File: config.mk
export PLATFORM = sky130hd
export DESIGN_NAME = uefc_top
export DESIGN_NICKNAME = d
export VERILOG_FILES = /design/src/rtl/uefc_pkg.sv /design/src/rtl/uefc_top.sv
export SDC_FILE = /design/constraint.sdc
export NUM_CORES = 1
export LEC_CHECK = 0
export BUFFER_PORTS_ARGS = -buffer_cell sky130_fd_sc_hd__buf_2
export CELL_PAD_IN_SITES_DETAIL_PLACEMENT = 0
export CELL_PAD_IN_SITES_GLOBAL_PLACEMENT = 1
export CORE_MARGIN = 2
export CORE_UTILIZATION = 39
export DETAILED_ROUTE_END_ITERATION = 16
export PLACE_DENSITY = 0.89
export SYNTH_ARGS = -nofsm -noshare
export SYNTH_HDL_FRONTEND = slang
export SYNTH_SLANG_ARGS = --single-unit
File: constraint.sdc
create_clock -name sys_clk -period 3.25 [get_ports sys_clk]
set_input_delay 0.325 -clock sys_clk [delete_from_list [all_inputs] [get_ports sys_clk]]
set_output_delay 0.325 -clock sys_clk [all_outputs]
set_load 0.01 [all_outputs]
File: src/rtl/uefc_pkg.sv
package uefc_pkg;
  // ==================================================
  // register offsets (byte addresses)
  localparam logic [7:0] OFF_FEAT = 8'h00;
  localparam logic [7:0] OFF_ENH = 8'h04;
  localparam logic [7:0] OFF_ENHANCED_MODE_SELECT = 8'h08;
  localparam logic [7:0] OFF_SCR = 8'h0C;
  localparam logic [7:0] OFF_TRG = 8'h10;
  localparam logic [7:0] OFF_FCNT = 8'h14;
  localparam logic [7:0] OFF_IER = 8'h18;
  localparam logic [7:0] OFF_ISR = 8'h1C;
  localparam logic [7:0] OFF_FCR = 8'h20;
  localparam logic [7:0] OFF_MCR = 8'h24;
  localparam logic [7:0] OFF_RS1 = 8'h28;
  localparam logic [7:0] OFF_RS2 = 8'h2C;
  localparam logic [7:0] OFF_PS1 = 8'h30;
  localparam logic [7:0] OFF_PS2 = 8'h34;
  localparam logic [7:0] OFF_STAT = 8'h38;
  // ==================================================
  // reset values, masks, bus answers
  localparam logic [7:0] RST_ZERO = 8'h00;
  localparam logic [7:0] RST_SCR = 8'hFF;
  localparam logic [7:0] RST_ENHANCED_MODE_SELECT = 8'h80;
  localparam logic [7:0] ENH_IER = 8'hF0;
  localparam logic [7:0] ENH_ISR = 8'h30;
  localparam logic [7:0] ENH_FCR = 8'h30;
  localparam logic [7:0] ENH_MCR = 8'hE0;
  localparam logic [23:0] RD_PAD = 24'h00_0000;
  localparam logic [1:0] RESP_OK = 2'h0;
  localparam logic [1:0] RESP_ERR = 2'h2;
  // ==================================================
  // bit positions
  localparam int FT_DIR = 3;
  localparam int FT_SWAP = 6;
  localparam int FT_TSEL = 7;
  localparam int EF_EN = 4;
  localparam int EF_SPEC = 5;
  localparam int EF_ARTS = 6;
  localparam int EF_ACTS = 7;
  localparam int EM_INV = 3;
  localparam int MC_RTS = 1;
  localparam int IE_SPEC = 5;
  localparam int IS_SPEC = 4;
  localparam int IS_PAUSE = 5;
  localparam int SW_B1 = 1;
  localparam int SW_B2 = 0;
  // ==================================================
  // mode codes
  localparam logic [1:0] SW_NONE = 2'h0;
  localparam logic [1:0] SW_FIRST = 2'h2;
  localparam logic [1:0] SW_SECOND = 2'h1;
  localparam logic [1:0] SW_BOTH = 2'h3;
  localparam logic [1:0] CNT_TX = 2'h1;
  localparam logic [1:0] CNT_ALT = 2'h3;
  localparam logic [5:0] HYST [0:15] = '{6'h00, 6'h04, 6'h06, 6'h08, 6'h08, 6'h10, 6'h18, 6'h20,
    6'h28, 6'h2C, 6'h30, 6'h34, 6'h0C, 6'h14, 6'h1C, 6'h24};
  // ==================================================
  // types
  typedef enum logic [2:0] {DIR_RX = 3'h1, DIR_TX = 3'h2, DIR_WAIT = 3'h4} uefc_dir_t;
  typedef enum logic [2:0] {FS_IDLE = 3'h1, FS_ONE = 3'h2, FS_TWO = 3'h4} uefc_fs_t;
  typedef struct packed {
    logic [7:0] feat, enh, enhanced_mode_select, scr, trg_rx, trg_tx, interrupt_enable_reg, interrupt_status_reg, fifo_control_reg, modem_control_reg, rs1, rs2, ps1, ps2;
    logic alt_tx;
  } uefc_regs_t;
  typedef struct packed {
    logic tx_push, hold_empty, fifo_empty, shift_empty, char_done, bit_tick, rx_valid;
    logic [7:0] rx_data;
    logic [6:0] rx_count, tx_count, rx_trig, rx_up, rx_lo;
    logic send_pause, send_resume, flow_ready;
  } uefc_core_in_t;
  typedef struct packed {
    logic tx_int, tx_go, rx_store;
    logic [7:0] rx_char;
    logic lvl_int, flow_valid;
    logic [7:0] flow_char;
    logic [1:0] table_sel;
    logic [7:0] trg_rx, trg_tx, interrupt_enable_reg, fifo_control_reg, modem_control_reg;
  } uefc_core_out_t;
endpackage : uefc_pkg

File: src/rtl/uefc_top.sv
// Functional notes
// direction control off: transmit interrupt when holding register empties
// direction control on: line released one bit time after last stop bit
// direction control on: transmit interrupt waits for empty shift register
// direction control on: direction returns to transmit on each FIFO write
// inversion bit flips the direction output polarity
// two-bit field selects trigger table A to D
// swap off: scratch location is plain read/write storage
// swap on: reads give FIFO count, writes go to mode select
// trigger select bit routes trigger and count to receiver or transmitter
// bits 3:2 choose transmit flow characters: none, first, second, both
// both pairs: each code is first character then second character
// bits 1:0 choose receive comparison: none, first pair, second pair
// 11 with single transmit pair: either character matches
// 11 with both or no transmit pairs: sequence first-then-second matches
// software clears flow select bits before setting new ones
// enhanced bits writable only while enhanced enable is one
// enhanced bits clear to zero on reset
// special detect: second pause character stored, status bit 4 set
// special detect with first-pair comparison: both work independently
// special detect with second pair: character dropped, pause and special raised; code sets the special flag only with interrupt enable bit 5 set
// auto request: interrupt at trigger, request high at upper level
// auto request: request low again below lower level
// auto request acts only after host asserts request bit
// no hardware flow control: request pin follows modem control bit
// auto clear-to-send: transmission halts while input is high
// direction low while sending, high while receiving, swapped when inverted
// hysteresis fields set distance; zero uses the next trigger levels
// character in shift register finishes before a halt
// pause code suspends transmit, resume restarts, codes not stored
`timescale 1ns/1ns
module uefc_top (
  input wire logic sys_clk,
  input wire logic reset_n,
  input wire logic [7:0] awaddr,
  input wire logic awvalid,
  output logic awready,
  input wire logic [31:0] wdata,
  input wire logic [3:0] wstrb,
  input wire logic wvalid,
  output logic wready,
  output logic [1:0] bresp,
  output logic bvalid,
  input wire logic bready,
  input wire logic [7:0] araddr,
  input wire logic arvalid,
  output logic arready,
  output logic [31:0] rdata,
  output logic [1:0] rresp,
  output logic rvalid,
  input wire logic rready,
  input wire uefc_pkg::uefc_core_in_t core_in,
  output uefc_pkg::uefc_core_out_t core_out,
  input wire logic cts_n,
  output logic rts_n
);
  import uefc_pkg::*;

  uefc_regs_t r, next_r;
  uefc_core_out_t o, next_o;
  uefc_dir_t dir, next_dir;
  uefc_fs_t fs, next_fs;
  logic aw_free, next_aw_free, w_free, next_w_free;
  logic [7:0] wa, next_wa, wd, next_wd;
  logic next_bvalid, next_rvalid, next_arready;
  logic [1:0] next_bresp, next_rresp;
  logic [31:0] next_rdata;
  logic cts_m, cts_s;
  logic paused, next_paused, seq_p, next_seq_p, seq_r, next_seq_r;
  logic send_two, next_send_two, pend_p, next_pend_p;
  logic auto_hi, next_auto_hi, next_rts_n;
  logic [1:0] rxm, txm;
  logic m_p1, m_p2, m_r1, m_r2, single, seq, spec_on;
  logic pause_ev, resume_ev, spec_ev, drop, arts_on;
  logic [5:0] hyst;
  logic [7:0] up8, lo8, rd;
  logic [6:0] cnt;
  logic rd_hit, do_wr;

  function automatic logic [7:0] gate8(input logic [7:0] old, input logic [7:0] nw,
                                       input logic [7:0] m, input logic en);
    gate8 = en ? nw : ((old & m) | (nw & ~m));
  endfunction : gate8

  // ==================================================
  // clear-to-send synchroniser
  always_ff @(posedge sys_clk or negedge reset_n) begin
    if (!reset_n) begin
      cts_m <= 1'b1;
      cts_s <= 1'b1;
    end else begin
      cts_m <= cts_n;
      cts_s <= cts_m;
    end
  end

  // ==================================================
  // receive matching and flow control
  always_comb begin
    rxm = r.enh[1:0];
    txm = r.enh[3:2];
    spec_on = r.enh[EF_SPEC];
    m_p1 = core_in.rx_data == r.ps1;
    m_p2 = core_in.rx_data == r.ps2;
    m_r1 = core_in.rx_data == r.rs1;
    m_r2 = core_in.rx_data == r.rs2;
    // single-character comparison
    single = (rxm == SW_FIRST) || (rxm == SW_SECOND) ||
             (rxm == SW_BOTH && (txm == SW_FIRST || txm == SW_SECOND));
    // two-character sequence mode
    seq = (rxm == SW_BOTH) && !single;
    pause_ev = core_in.rx_valid && (single ? ((rxm[SW_B1] && m_p1) || (rxm[SW_B2] && m_p2))
                                           : (seq && seq_p && m_p2));
    resume_ev = core_in.rx_valid && (single ? ((rxm[SW_B1] && m_r1) || (rxm[SW_B2] && m_r2))
                                            : (seq && seq_r && m_r2));
    next_seq_p = core_in.rx_valid ? (seq && m_p1) : seq_p;
    next_seq_r = core_in.rx_valid ? (seq && m_r1) : seq_r;
    // special character, flag gated by enable only in second-pair comparison mode
    spec_ev = core_in.rx_valid && spec_on && m_p2 && (rxm != SW_SECOND || r.interrupt_enable_reg[IE_SPEC]);
    // flow codes are not stored; a lone first character of a pair is lost
    drop = pause_ev || resume_ev || (seq && (m_p1 || m_r1));
    // pause and resume of the transmitter
    if (rxm == SW_NONE) next_paused = 1'b0;
    else if (pause_ev) next_paused = 1'b1;
    else if (resume_ev) next_paused = 1'b0;
    else next_paused = paused;
    // outgoing flow characters, first then second in both-pair mode
    next_fs = fs;
    next_send_two = send_two;
    next_pend_p = pend_p;
    case (fs)
      FS_IDLE: begin
        if ((core_in.send_pause || core_in.send_resume) && txm != SW_NONE) begin
          next_fs = FS_ONE;
          next_pend_p = core_in.send_pause;
          next_send_two = txm == SW_BOTH;
        end
      end
      FS_ONE: begin
        if (core_in.flow_ready) next_fs = send_two ? FS_TWO : FS_IDLE;
      end
      FS_TWO: begin
        if (core_in.flow_ready) next_fs = FS_IDLE;
      end
      default: next_fs = FS_IDLE;
    endcase
    // half-duplex direction sequence
    next_dir = dir;
    case (dir)
      DIR_RX: begin
        if (core_in.tx_push) next_dir = DIR_TX;
      end
      DIR_TX: begin
        if (core_in.char_done && core_in.fifo_empty && !core_in.tx_push) next_dir = DIR_WAIT;
      end
      DIR_WAIT: begin
        if (core_in.tx_push) next_dir = DIR_TX;
        else if (core_in.bit_tick) next_dir = DIR_RX;
      end
      default: next_dir = DIR_RX;
    endcase
    if (!r.feat[FT_DIR]) next_dir = DIR_RX;
    // hysteresis, zero means the core's next trigger levels
    hyst = HYST[{r.enhanced_mode_select[5:4], r.feat[1:0]}];
    up8 = (hyst == 6'h00) ? {1'b0, core_in.rx_up} : 8'({1'b0, core_in.rx_trig} + {2'b00, hyst});
    lo8 = (hyst == 6'h00) ? {1'b0, core_in.rx_lo} :
          ((core_in.rx_trig > 7'(hyst)) ? {1'b0, core_in.rx_trig - 7'(hyst)} : RST_ZERO);
    // automatic request only once the host has asserted it
    arts_on = r.enh[EF_ARTS] && r.modem_control_reg[MC_RTS];
    // request high at upper level, low below lower level
    if (!arts_on) next_auto_hi = 1'b0;
    else if ({1'b0, core_in.rx_count} >= up8) next_auto_hi = 1'b1;
    else if ({1'b0, core_in.rx_count} < lo8) next_auto_hi = 1'b0;
    else next_auto_hi = auto_hi;
    // direction pin polarity
    if (r.feat[FT_DIR]) next_rts_n = (next_dir == DIR_RX) ? !r.enhanced_mode_select[EM_INV] : r.enhanced_mode_select[EM_INV];
    else if (arts_on) next_rts_n = next_auto_hi;
    // plain output, modem bit one drives the pin low
    else next_rts_n = !r.modem_control_reg[MC_RTS];
    // ==== core outputs
    next_o = o;
    // transmit interrupt source
    next_o.tx_int = r.feat[FT_DIR] ? (core_in.fifo_empty && core_in.shift_empty)
                                   : core_in.hold_empty;
    // the core only samples this before starting a new character
    next_o.tx_go = !next_paused && !(r.enh[EF_ACTS] && cts_s);
    next_o.rx_store = core_in.rx_valid && !drop;
    next_o.rx_char = core_in.rx_data;
    // receive trigger interrupt under auto request
    next_o.lvl_int = arts_on && (core_in.rx_count >= core_in.rx_trig);
    next_o.flow_valid = next_fs != FS_IDLE;
    if (next_fs == FS_TWO || (next_fs == FS_ONE && txm == SW_SECOND))
      next_o.flow_char = next_pend_p ? r.ps2 : r.rs2;
    else
      next_o.flow_char = next_pend_p ? r.ps1 : r.rs1;
    // trigger table select
    next_o.table_sel = next_r.feat[5:4];
    next_o.trg_rx = next_r.trg_rx;
    next_o.trg_tx = next_r.trg_tx;
    next_o.interrupt_enable_reg = next_r.interrupt_enable_reg;
    next_o.fifo_control_reg = next_r.fifo_control_reg;
    next_o.modem_control_reg = next_r.modem_control_reg;
  end

  // ==================================================
  // bus slave and registers
  always_comb begin
    next_r = r;
    next_aw_free = aw_free;
    next_w_free = w_free;
    next_wa = wa;
    next_wd = wd;
    next_bvalid = bvalid;
    next_bresp = bresp;
    next_rvalid = rvalid;
    next_rresp = rresp;
    next_rdata = rdata;
    next_arready = arready;
    // count routed by trigger select, mode set by mode select
    if (r.feat[FT_SWAP]) begin
      if (!r.enhanced_mode_select[0]) cnt = core_in.rx_count;
      else if (r.enhanced_mode_select[1:0] == CNT_TX) cnt = core_in.tx_count;
      else cnt = r.alt_tx ? core_in.tx_count : core_in.rx_count;
    end else begin
      cnt = r.feat[FT_TSEL] ? core_in.tx_count : core_in.rx_count;
    end
    if (aw_free && awvalid) begin
      next_aw_free = 1'b0;
      next_wa = awaddr;
    end
    if (w_free && wvalid) begin
      next_w_free = 1'b0;
      next_wd = wstrb[0] ? wdata[7:0] : RST_ZERO;
    end
    do_wr = !aw_free && !w_free && !bvalid;
    if (do_wr) begin
      next_aw_free = 1'b1;
      next_w_free = 1'b1;
      next_bvalid = 1'b1;
      next_bresp = RESP_OK;
      case (wa)
        OFF_FEAT: next_r.feat = wd;
        OFF_ENH: next_r.enh = wd;
        OFF_ENHANCED_MODE_SELECT, OFF_SCR: begin
          // swapped writes land in mode select
          if (r.feat[FT_SWAP] || wa == OFF_ENHANCED_MODE_SELECT) begin
            next_r.enhanced_mode_select = wd;
            next_r.alt_tx = 1'b0;
          end else begin
            next_r.scr = wd;
          end
        end
        // trigger write routed by select bit
        OFF_TRG: begin
          if (r.feat[FT_TSEL]) next_r.trg_tx = wd;
          else next_r.trg_rx = wd;
        end
        // enhanced bits locked while enable is zero
        OFF_IER: next_r.interrupt_enable_reg = gate8(r.interrupt_enable_reg, wd, ENH_IER, r.enh[EF_EN]);
        OFF_ISR: next_r.interrupt_status_reg = r.enh[EF_EN] ? (wd & ENH_ISR) : r.interrupt_status_reg;
        OFF_FCR: next_r.fifo_control_reg = gate8(r.fifo_control_reg, wd, ENH_FCR, r.enh[EF_EN]);
        OFF_MCR: next_r.modem_control_reg = gate8(r.modem_control_reg, wd, ENH_MCR, r.enh[EF_EN]);
        OFF_RS1: next_r.rs1 = wd;
        OFF_RS2: next_r.rs2 = wd;
        OFF_PS1: next_r.ps1 = wd;
        OFF_PS2: next_r.ps2 = wd;
        OFF_FCNT, OFF_STAT: next_bresp = RESP_OK;
        default: next_bresp = RESP_ERR;
      endcase
    end
    if (bvalid && bready) next_bvalid = 1'b0;
    // status events win over a clear in the same cycle
    if (spec_ev) next_r.interrupt_status_reg[IS_SPEC] = 1'b1;
    if (pause_ev) next_r.interrupt_status_reg[IS_PAUSE] = 1'b1;
    rd_hit = 1'b1;
    case (araddr)
      OFF_FEAT: rd = r.feat;
      OFF_ENH: rd = r.enh;
      OFF_ENHANCED_MODE_SELECT: rd = r.enhanced_mode_select;
      // swapped reads return the count
      OFF_SCR: rd = r.feat[FT_SWAP] ? {1'b0, cnt} : r.scr;
      OFF_TRG: rd = RST_ZERO;
      OFF_FCNT: rd = r.feat[FT_TSEL] ? {1'b0, core_in.tx_count} : {1'b0, core_in.rx_count};
      OFF_IER: rd = r.interrupt_enable_reg;
      OFF_ISR: rd = r.interrupt_status_reg;
      OFF_FCR: rd = r.fifo_control_reg;
      OFF_MCR: rd = r.modem_control_reg;
      OFF_RS1: rd = r.rs1;
      OFF_RS2: rd = r.rs2;
      OFF_PS1: rd = r.ps1;
      OFF_PS2: rd = r.ps2;
      OFF_STAT: rd = {4'h0, auto_hi, paused, dir != DIR_RX, o.tx_int};
      default: begin
        rd = RST_ZERO;
        rd_hit = 1'b0;
      end
    endcase
    if (arready && arvalid) begin
      next_arready = 1'b0;
      next_rvalid = 1'b1;
      next_rdata = {RD_PAD, rd};
      next_rresp = rd_hit ? RESP_OK : RESP_ERR;
      // alternate count mode steps rx, tx, rx, ...
      if (araddr == OFF_SCR && r.feat[FT_SWAP] && r.enhanced_mode_select[1:0] == CNT_ALT) next_r.alt_tx = !r.alt_tx;
    end
    if (rvalid && rready) begin
      next_rvalid = 1'b0;
      next_arready = 1'b1;
    end
  end

  // ==================================================
  // state registers
  always_ff @(posedge sys_clk or negedge reset_n) begin
    if (!reset_n) begin
      // enhanced bits and flow settings clear on reset
      r <= '{feat: RST_ZERO, enh: RST_ZERO, enhanced_mode_select: RST_ENHANCED_MODE_SELECT, scr: RST_SCR, trg_rx: RST_ZERO,
             trg_tx: RST_ZERO, interrupt_enable_reg: RST_ZERO, interrupt_status_reg: RST_ZERO, fifo_control_reg: RST_ZERO, modem_control_reg: RST_ZERO,
             rs1: RST_ZERO, rs2: RST_ZERO, ps1: RST_ZERO, ps2: RST_ZERO, alt_tx: 1'b0};
      o <= '0;
      dir <= DIR_RX;
      fs <= FS_IDLE;
      aw_free <= 1'b1;
      w_free <= 1'b1;
      wa <= RST_ZERO;
      wd <= RST_ZERO;
      bvalid <= 1'b0;
      bresp <= RESP_OK;
      rvalid <= 1'b0;
      rresp <= RESP_OK;
      rdata <= '0;
      arready <= 1'b1;
      paused <= 1'b0;
      seq_p <= 1'b0;
      seq_r <= 1'b0;
      send_two <= 1'b0;
      pend_p <= 1'b0;
      auto_hi <= 1'b0;
      rts_n <= 1'b1;
    end else begin
      r <= next_r;
      o <= next_o;
      dir <= next_dir;
      fs <= next_fs;
      aw_free <= next_aw_free;
      w_free <= next_w_free;
      wa <= next_wa;
      wd <= next_wd;
      bvalid <= next_bvalid;
      bresp <= next_bresp;
      rvalid <= next_rvalid;
      rresp <= next_rresp;
      rdata <= next_rdata;
      arready <= next_arready;
      paused <= next_paused;
      seq_p <= next_seq_p;
      seq_r <= next_seq_r;
      send_two <= next_send_two;
      pend_p <= next_pend_p;
      auto_hi <= next_auto_hi;
      rts_n <= next_rts_n;
    end
  end

  assign awready = aw_free;
  assign wready = w_free;
  assign core_out = o;
endmodule : uefc_top

==> flow_metrics.tcl, run 1 <==
set metrics [dict create \
    drt_wl_total_um 31260 \
    max_slew_margin_pct 40.59 \
    drive_gt1_share_pct 37.20 \
    die_x_um 166.1 \
    initial_core_util_pct 39.54 \
    cp-end-kind "flip-flop" \
    synth_top_area_cell "dfrtp_1" \
    hold_depth 2 \
    p_seq_share_pct 41.7 \
    worstReg2RegEnd "rts_n" \
    drc_errors 0 \
    synth_area_leaders "dfrtp_1 (38%), mux2_2 (13%), buf_4 (5.1%)" \
    synthToLayoutAreaGrowth_pct 18.54 \
    met2_usage_pct 36.06 \
    worstSkewPairLatency_ps 440 \
    postSynth.asyncResetShare_pct 100.0 \
    cp.arrival_ps 3640 \
    ff2ff_setup_slack_ps -40 \
    vias_per_cell 5.465 \
    hold_end "wready" \
    synth.distinct_cells 72 \
    leakage_nw 5.669 \
    setup_slack_ps -37.04 \
    start_kind "flip-flop" \
    slew_violations 0 \
    antenna_found_initial 4 \
    yosysTopAreaCellShare_pct 38.34 \
    netlist_instances 973 \
    syn_area_mm2 0.01025 \
    finalSetupViolCount 1 \
    violations "negative setup slack" \
    clk_path_buf_depth 2 \
    power.switching_mw 2.724 \
    worstPathMaxFanout 8 \
    wire_per_inst_um 21.29 \
    dp_cells 1421 \
    gp_congestion 0.9797 \
    worst_pin_slew_ps 885.3 \
    dr.pass1.iters 7 \
    cts.sinks 174 \
    grt_pass1_vias 7998 \
    ys_seq_area_share_pct 42.70 \
    grt.met1_usage_pct 30.32 \
    vias 8023 \
    grt_overflow 0 \
    finalNonFillerCells 1468 \
    grt_busiest_layer "met2" \
    drt-initial-drc-count 621 \
    cts_tree "built" \
    numCtsBuffers 17 \
    fillers 2385 \
    design_power_total_mw 7.700 \
    clk_pin_slew_ps 70 \
    fp.dieArea_mm2 0.02758 \
    grt_max_degree 81 \
    run_status "complete, but fails checks" \
    core_area_mm2 0.02591 \
    p_sw_share_pct 35.38 \
    min_period_ps 3287 \
    period_share_pct 101.1 \
    criticalPathCategory "reg -> reg" \
    cp.required_ps 3600 \
    ctsRootBufferMaster "clkbuf_16" \
    skew_ps 16.19 \
    met3_usage_pct 5.005 \
    p_int_mw 4.975 \
    drv_cap 0 \
    rsz0062_at_grt "yes" \
    hold_violations 0 \
    final_nets 1270 \
    p_per_area_mw_per_mm2 634.0 \
    max_freq_ghz 0.3042 \
    r2r_start "r[94]" \
    ir_drop_v 0.0004044 \
    num_rows 59 \
    ys_warn_count 0 \
    ioPinCount 218 \
    die_h_um 166.1 \
    synth_edf_count 0 \
    port_buffers 164 \
    dp_hpwl_um 23210 \
    hp-class "in -> reg" \
    combinationalPowerShare_pct 28.3 \
    htreeDepth 4 \
    drtAntennaViolNets 0 \
    grt_pass1_wl_um 47900 \
    pwr-share-clk_pct 30.1 \
    tns_ps -37.04 \
    dp_slack_ps -429.2 \
    hold_ws_ps 45.64 \
    avgSynthCellArea_um2 10.53 \
    track_usage_pct 22.56 \
    ys_ff_latch 174 \
    hp-start "wvalid" \
    synthFlopType "dfrtp_1" \
    r2r_cells 14 \
]
==> cells in the final DEF, fill, tap and decap left out, types with 26 or more instances in the layout <==
master	n
buf_4	44
ha_1	36
inv_1	35
dfrtp_1	157
xnor2_1	39
nor2_1	44
buf_2	163
conb_1	26
mux2_2	119
o21ai_0	39
mux2i_1	51
nand2_1	70
==> final cells by class <==
class                           instances  area [µm²]  share of cell area, %
Antenna cell                            4       10.01                0.08241
Timing Repair Buffer                  211        1197                  9.859
Clock inverter                         14       225.2                  1.854
Multi-Input combinational cell        675        5340                  43.97
Clock buffer                           18       439.2                  3.616
Inverter                               37       138.9                  1.144
Tap cell                              335       419.2                  3.451
Sequential cell                       174        4375                  36.03
==> flip-flops by register name (all words and copies together), names as in the netlist <==
register / flops
fs: 3
bvalid: 1
wready: 1
arready: 1
wd: 8
wa: 8
dir: 3
pend_p: 1
awready: 1
send_two: 1
rvalid: 1
rts_n: 1
cts_m: 1
cts_s: 1
core_out: 61
rresp: 1
r: 67
seq_r: 1
seq_p: 1
rdata: 8
auto_hi: 1
paused: 1
bresp: 1
==> timing repair <==
action,4_1_cts,5_1_grt
resized for setup,22,16
setup buffers,8,1
hold endpoints to repair,76,0
pin swaps,19,17
endpoints found under the setup margin,2,2
hold buffers,2,0
==> how the worst max path moves through the flow <==
stage	depth (start not counted)	to	slack (ps)	from
after CTS	15	rts_n	-80	r[105]
after global routing	14	rts_n	-200	r[94]
after floorplan	16	rts_n	20	r[105]
after detailed placement	15	rts_n	-430	r[105]
after global placement	15	rts_n	-270	r[105]
final	14	rts_n	-40	r[94]
==> metrics by stage <==
| stage | utilization (%) | instance area [µm²] |
|---|---|---|
| 2_1_floorplan | - | 10340 |
| 3_3_place_gp | 43.19 | 11190 |
| 3_5_place_dp | 43.19 | 11190 |
| 4_1_cts | 46.44 | 12030 |
| 5_1_grt | 46.86 | 12140 |
| 6_report | 46.87 | 12150 |
==> synthesized netlist by cell type, drive strengths merged (5+ instances only) <==
| cell type | instances |
|---|---|
| and2 | 6 |
| a22oi | 22 |
| nor2 | 47 |
| nor3 | 13 |
| nand2 | 71 |
| a31oi | 13 |
| nand2b | 8 |
| mux2 | 122 |
| o22ai | 7 |
| xnor2 | 39 |
| and3 | 5 |
| o21ai | 44 |
| clkbuf | 36 |
| a21oi | 27 |
| nor2b | 12 |
| nand4 | 12 |
| dfstp | 17 |
| ha | 39 |
| buf | 76 |
| dfrtp | 157 |
| nor3b | 7 |
| inv | 37 |
| nor4 | 7 |
| a211oi | 11 |
| mux2i | 52 |
| nand3 | 21 |
| a21o | 5 |
==> critical path, stage by stage, from the launching register on <==
cell      delay (ps)
dfrtp_1          560
mux2i_1          300
o21ai_2           90
ha_1             350
nor2b_2          190
buf_4            130
o31a_1           260
a211oi_2         220
a21oi_1           70
ha_1             310
nand2_2           60
nor4_2           250
o21ai_1           80
and3_4           200
o221ai_4         130
==> routing by layer <==
layer | share of wire (%) | up-vias
li1 | - | 3686
met1 | 43 | 3936
met2 | 47 | 342
met3 | 7.3 | 59
met4 | 2.9 | 0
met5 | 0 | -
==> logic make-up after synthesis <==
kind of cell | share of synthesized area (%)
compound gates | 10.72
xor+xnor | 3.419
fa+ha+maj | 5.153
buf+inv | 8.084
flops | 42.70
mux | 18.49
other cells | 0.03660
simple gates | 11.39
==> power by group through the flow <==
stage	sequential, mW	combinational [mW]	clock (mW)
3_5_place_dp	3.23	1.96	0
6_report	3.21	2.18	2.32
4_1_cts	3.20	2.08	2.34
2_1_floorplan	2.88	1.46	0
5_1_grt	3.26	2.37	2.44
3_3_place_gp	3.21	1.92	0
Note: power is estimated with default switching activity, not from simulation.
==> inputs of run 2 (changes only) <==
Settings changed: CORE_UTILIZATION 39 to 43, PLACE_DENSITY 0.89 to 0.93.
Clock period 3.25 ns to 3.05 ns, I/O delays scaled along.
==> flow_metrics.tcl, run 2 (synthesized netlist as in run 1, its figures left out) <==
set metrics [dict create \
    run_status "complete, but fails checks" \
    violations "negative setup slack" \
    drv_cap 0 \
    vias 8090 \
    worstSkewPairLatency_ps 430 \
    htreeDepth 4 \
    synthToLayoutAreaGrowth_pct 17.56 \
    die_h_um 158.4 \
    cts.sinks 174 \
    numCtsBuffers 17 \
    final_area_mm2 0.01205 \
    regMostFlops "r" \
    final_nets 1272 \
    clk_path_buf_depth 2 \
    grt_pass1_vias 7870 \
    p_int_mw 5.140 \
    vias_per_cell 5.575 \
    max_freq_ghz 0.3056 \
    clk_pin_slew_ps 70 \
    pwr-share-clk_pct 28.9 \
    grt_overflow 0 \
    fillers 2121 \
    p_seq_share_pct 43.0 \
    initial_core_util_pct 43.78 \
    worstPathMaxFanout 5 \
    worst_pin_slew_ps 917.6 \
    finalSetupViolCount 2 \
    combinationalPowerShare_pct 28.1 \
    track_usage_pct 25.11 \
    r2r_start "r[106]" \
    leakage_nw 5.648 \
    cp.arrival_ps 3620 \
    critPathMaxStageDelay_ps 430 \
    fin_util_pct 51.47 \
    setup_slack_ps -222.2 \
    power.switching_mw 2.866 \
    grt_max_degree 73 \
    num_rows 56 \
    core_area_mm2 0.02340 \
    ir_drop_v 0.0005056 \
    dp_hpwl_um 23150 \
    max_slew_margin_pct 38.42 \
    skew_ps 6.512 \
    drt_wl_total_um 30780 \
    period_share_pct 107.3 \
    slew_violations 0 \
    r2r_cells 16 \
    register_area_mm2 0.004375 \
    cp-startpoint "r[106]" \
    multi_input_area_mm2 0.005276 \
    drive_gt1_share_pct 36.69 \
    cts_tree "built" \
    min_period_ps 3272 \
    port_buffers 164 \
    p_sw_share_pct 35.80 \
    largest_reg_flops 67 \
    post_dp_cell_area_mm2 0.01127 \
    ff2ff_setup_slack_ps -220 \
    hold_violations 0 \
    design_power_total_mw 8.006 \
    gp_congestion 0.9565 \
    timing.critical_path.to "rts_n" \
    mostFrequentLayoutCells "buf_2 (163), dfrtp_1 (157), mux2_2 (119)" \
    wire_per_inst_um 21.21 \
    start_kind "flip-flop" \
    criticalPathCategory "reg -> reg" \
    final_common_cell "buf_2" \
    dr.pass1.iters 5 \
    antenna_found_initial 1 \
    hp-class "in -> reg" \
    die_x_um 158.4 \
    cp-end-kind "flip-flop" \
    crit_path_cell_trace "buf_6 > ha_4 > mux2i_1 > o21ai_1 > ha_1 > nor2_2 > o311a_1 > o31ai_4 > a41oi_2 > a22oi_1 > ha_1 > a21oi_1 > o21ai_1 > a21oi_1 > and3_4 > o221ai_2" \
    ioPinCount 218 \
    rsz0062_at_grt "yes" \
    cp.required_ps 3400 \
    ctsRootBufferMaster "clkbuf_16" \
    grt_pass1_wl_um 46780 \
    drtAntennaViolNets 0 \
    worstReg2RegEnd "rts_n" \
    drt-initial-drc-count 656 \
    drc_errors 0 \
    p_per_area_mw_per_mm2 664.7 \
    fp.dieArea_mm2 0.02508 \
    crit_slowest_cell "dfrtp_1" \
]
-- run 2: layout make-up --
cell class	instances	share of cell area, %
diodes	1	0.02077
clock buffers	19	3.760
clock inverters	13	1.465
inverters	37	1.153
multi-input cells	675	43.80
flip-flops and latches	174	36.32
well taps	319	3.314
repair buffers	213	10.16
-- run 2: timing repair --
| action | in CTS | in global routing |
|---|---|---|
| pin swaps | 17 | 1 |
| setup endpoints to repair | 2 | 2 |
| resized for setup | 18 | 2 |
| hold buffers | 2 | 0 |
| endpoints found under the hold margin | 56 | 0 |
| setup buffers | 4 | 0 |
-- run 2: power groups by stage --
stage	clock, mW	sequential [mW]	combinational [mW]
global placement	0	3.43	2.11
floorplan	0	3.07	1.59
finish	2.32	3.44	2.25
CTS	2.34	3.41	2.24
global route	2.44	3.49	2.48
detailed placement	0	3.45	2.15
-- run 2: metrics by stage --
step / hold slack [ps] / setup slack, ps / setup TNS (ps) / std cells
5_1_grt: 35.85 / -426.5 / -840.7 / 1451
3_5_place_dp: 349.3 / -310.4 / -554.8 / 1412
2_1_floorplan: 9.409 / -24.21 / -24.21 / 998
3_3_place_gp: 348.3 / -283.0 / -503.7 / 1412
4_1_cts: 16.34 / -166.5 / -323.2 / 1450
6_report: 24.70 / -222.2 / -440.5 / 1451
-- run 2: worst max-delay path, delay by kind of cell, from the launching register on --
family                     cells  cell delay (ps)
AOI/OAI and AO/OA              9             1420
adders and majority gates      3              770
buffers and inverters          1              140
DFF                            1              430
muxes                          1              140
and+or+nand+nor                2              280
-- run 2: worst min path at each step --
stage | start | end | slack [ps] | cells past startpoint
final | awvalid | awready | 20 | 2
after global routing | wvalid | wready | 40 | 2
after CTS | awvalid | awready | 20 | 2
after detailed placement | reset_n | core_out[48] | 350 | 1
after global placement | reset_n | core_out[48] | 350 | 1
after floorplan | reset_n | auto_hi | 9 | 0
-- run 2: layer usage --
metal / vias to the layer above / wire length (µm) / global-route usage (%) / part of all wire, %
li1: 3687 / - / - / -
met1: 3982 / 13560 / 34.78 / 44
met2: 360 / 14040 / 38.78 / 46
met3: 61 / 2233 / 5.444 / 7.3
met4: 0 / 944 / 9.309 / 3.1
met5: - / 0 / 0 / 0
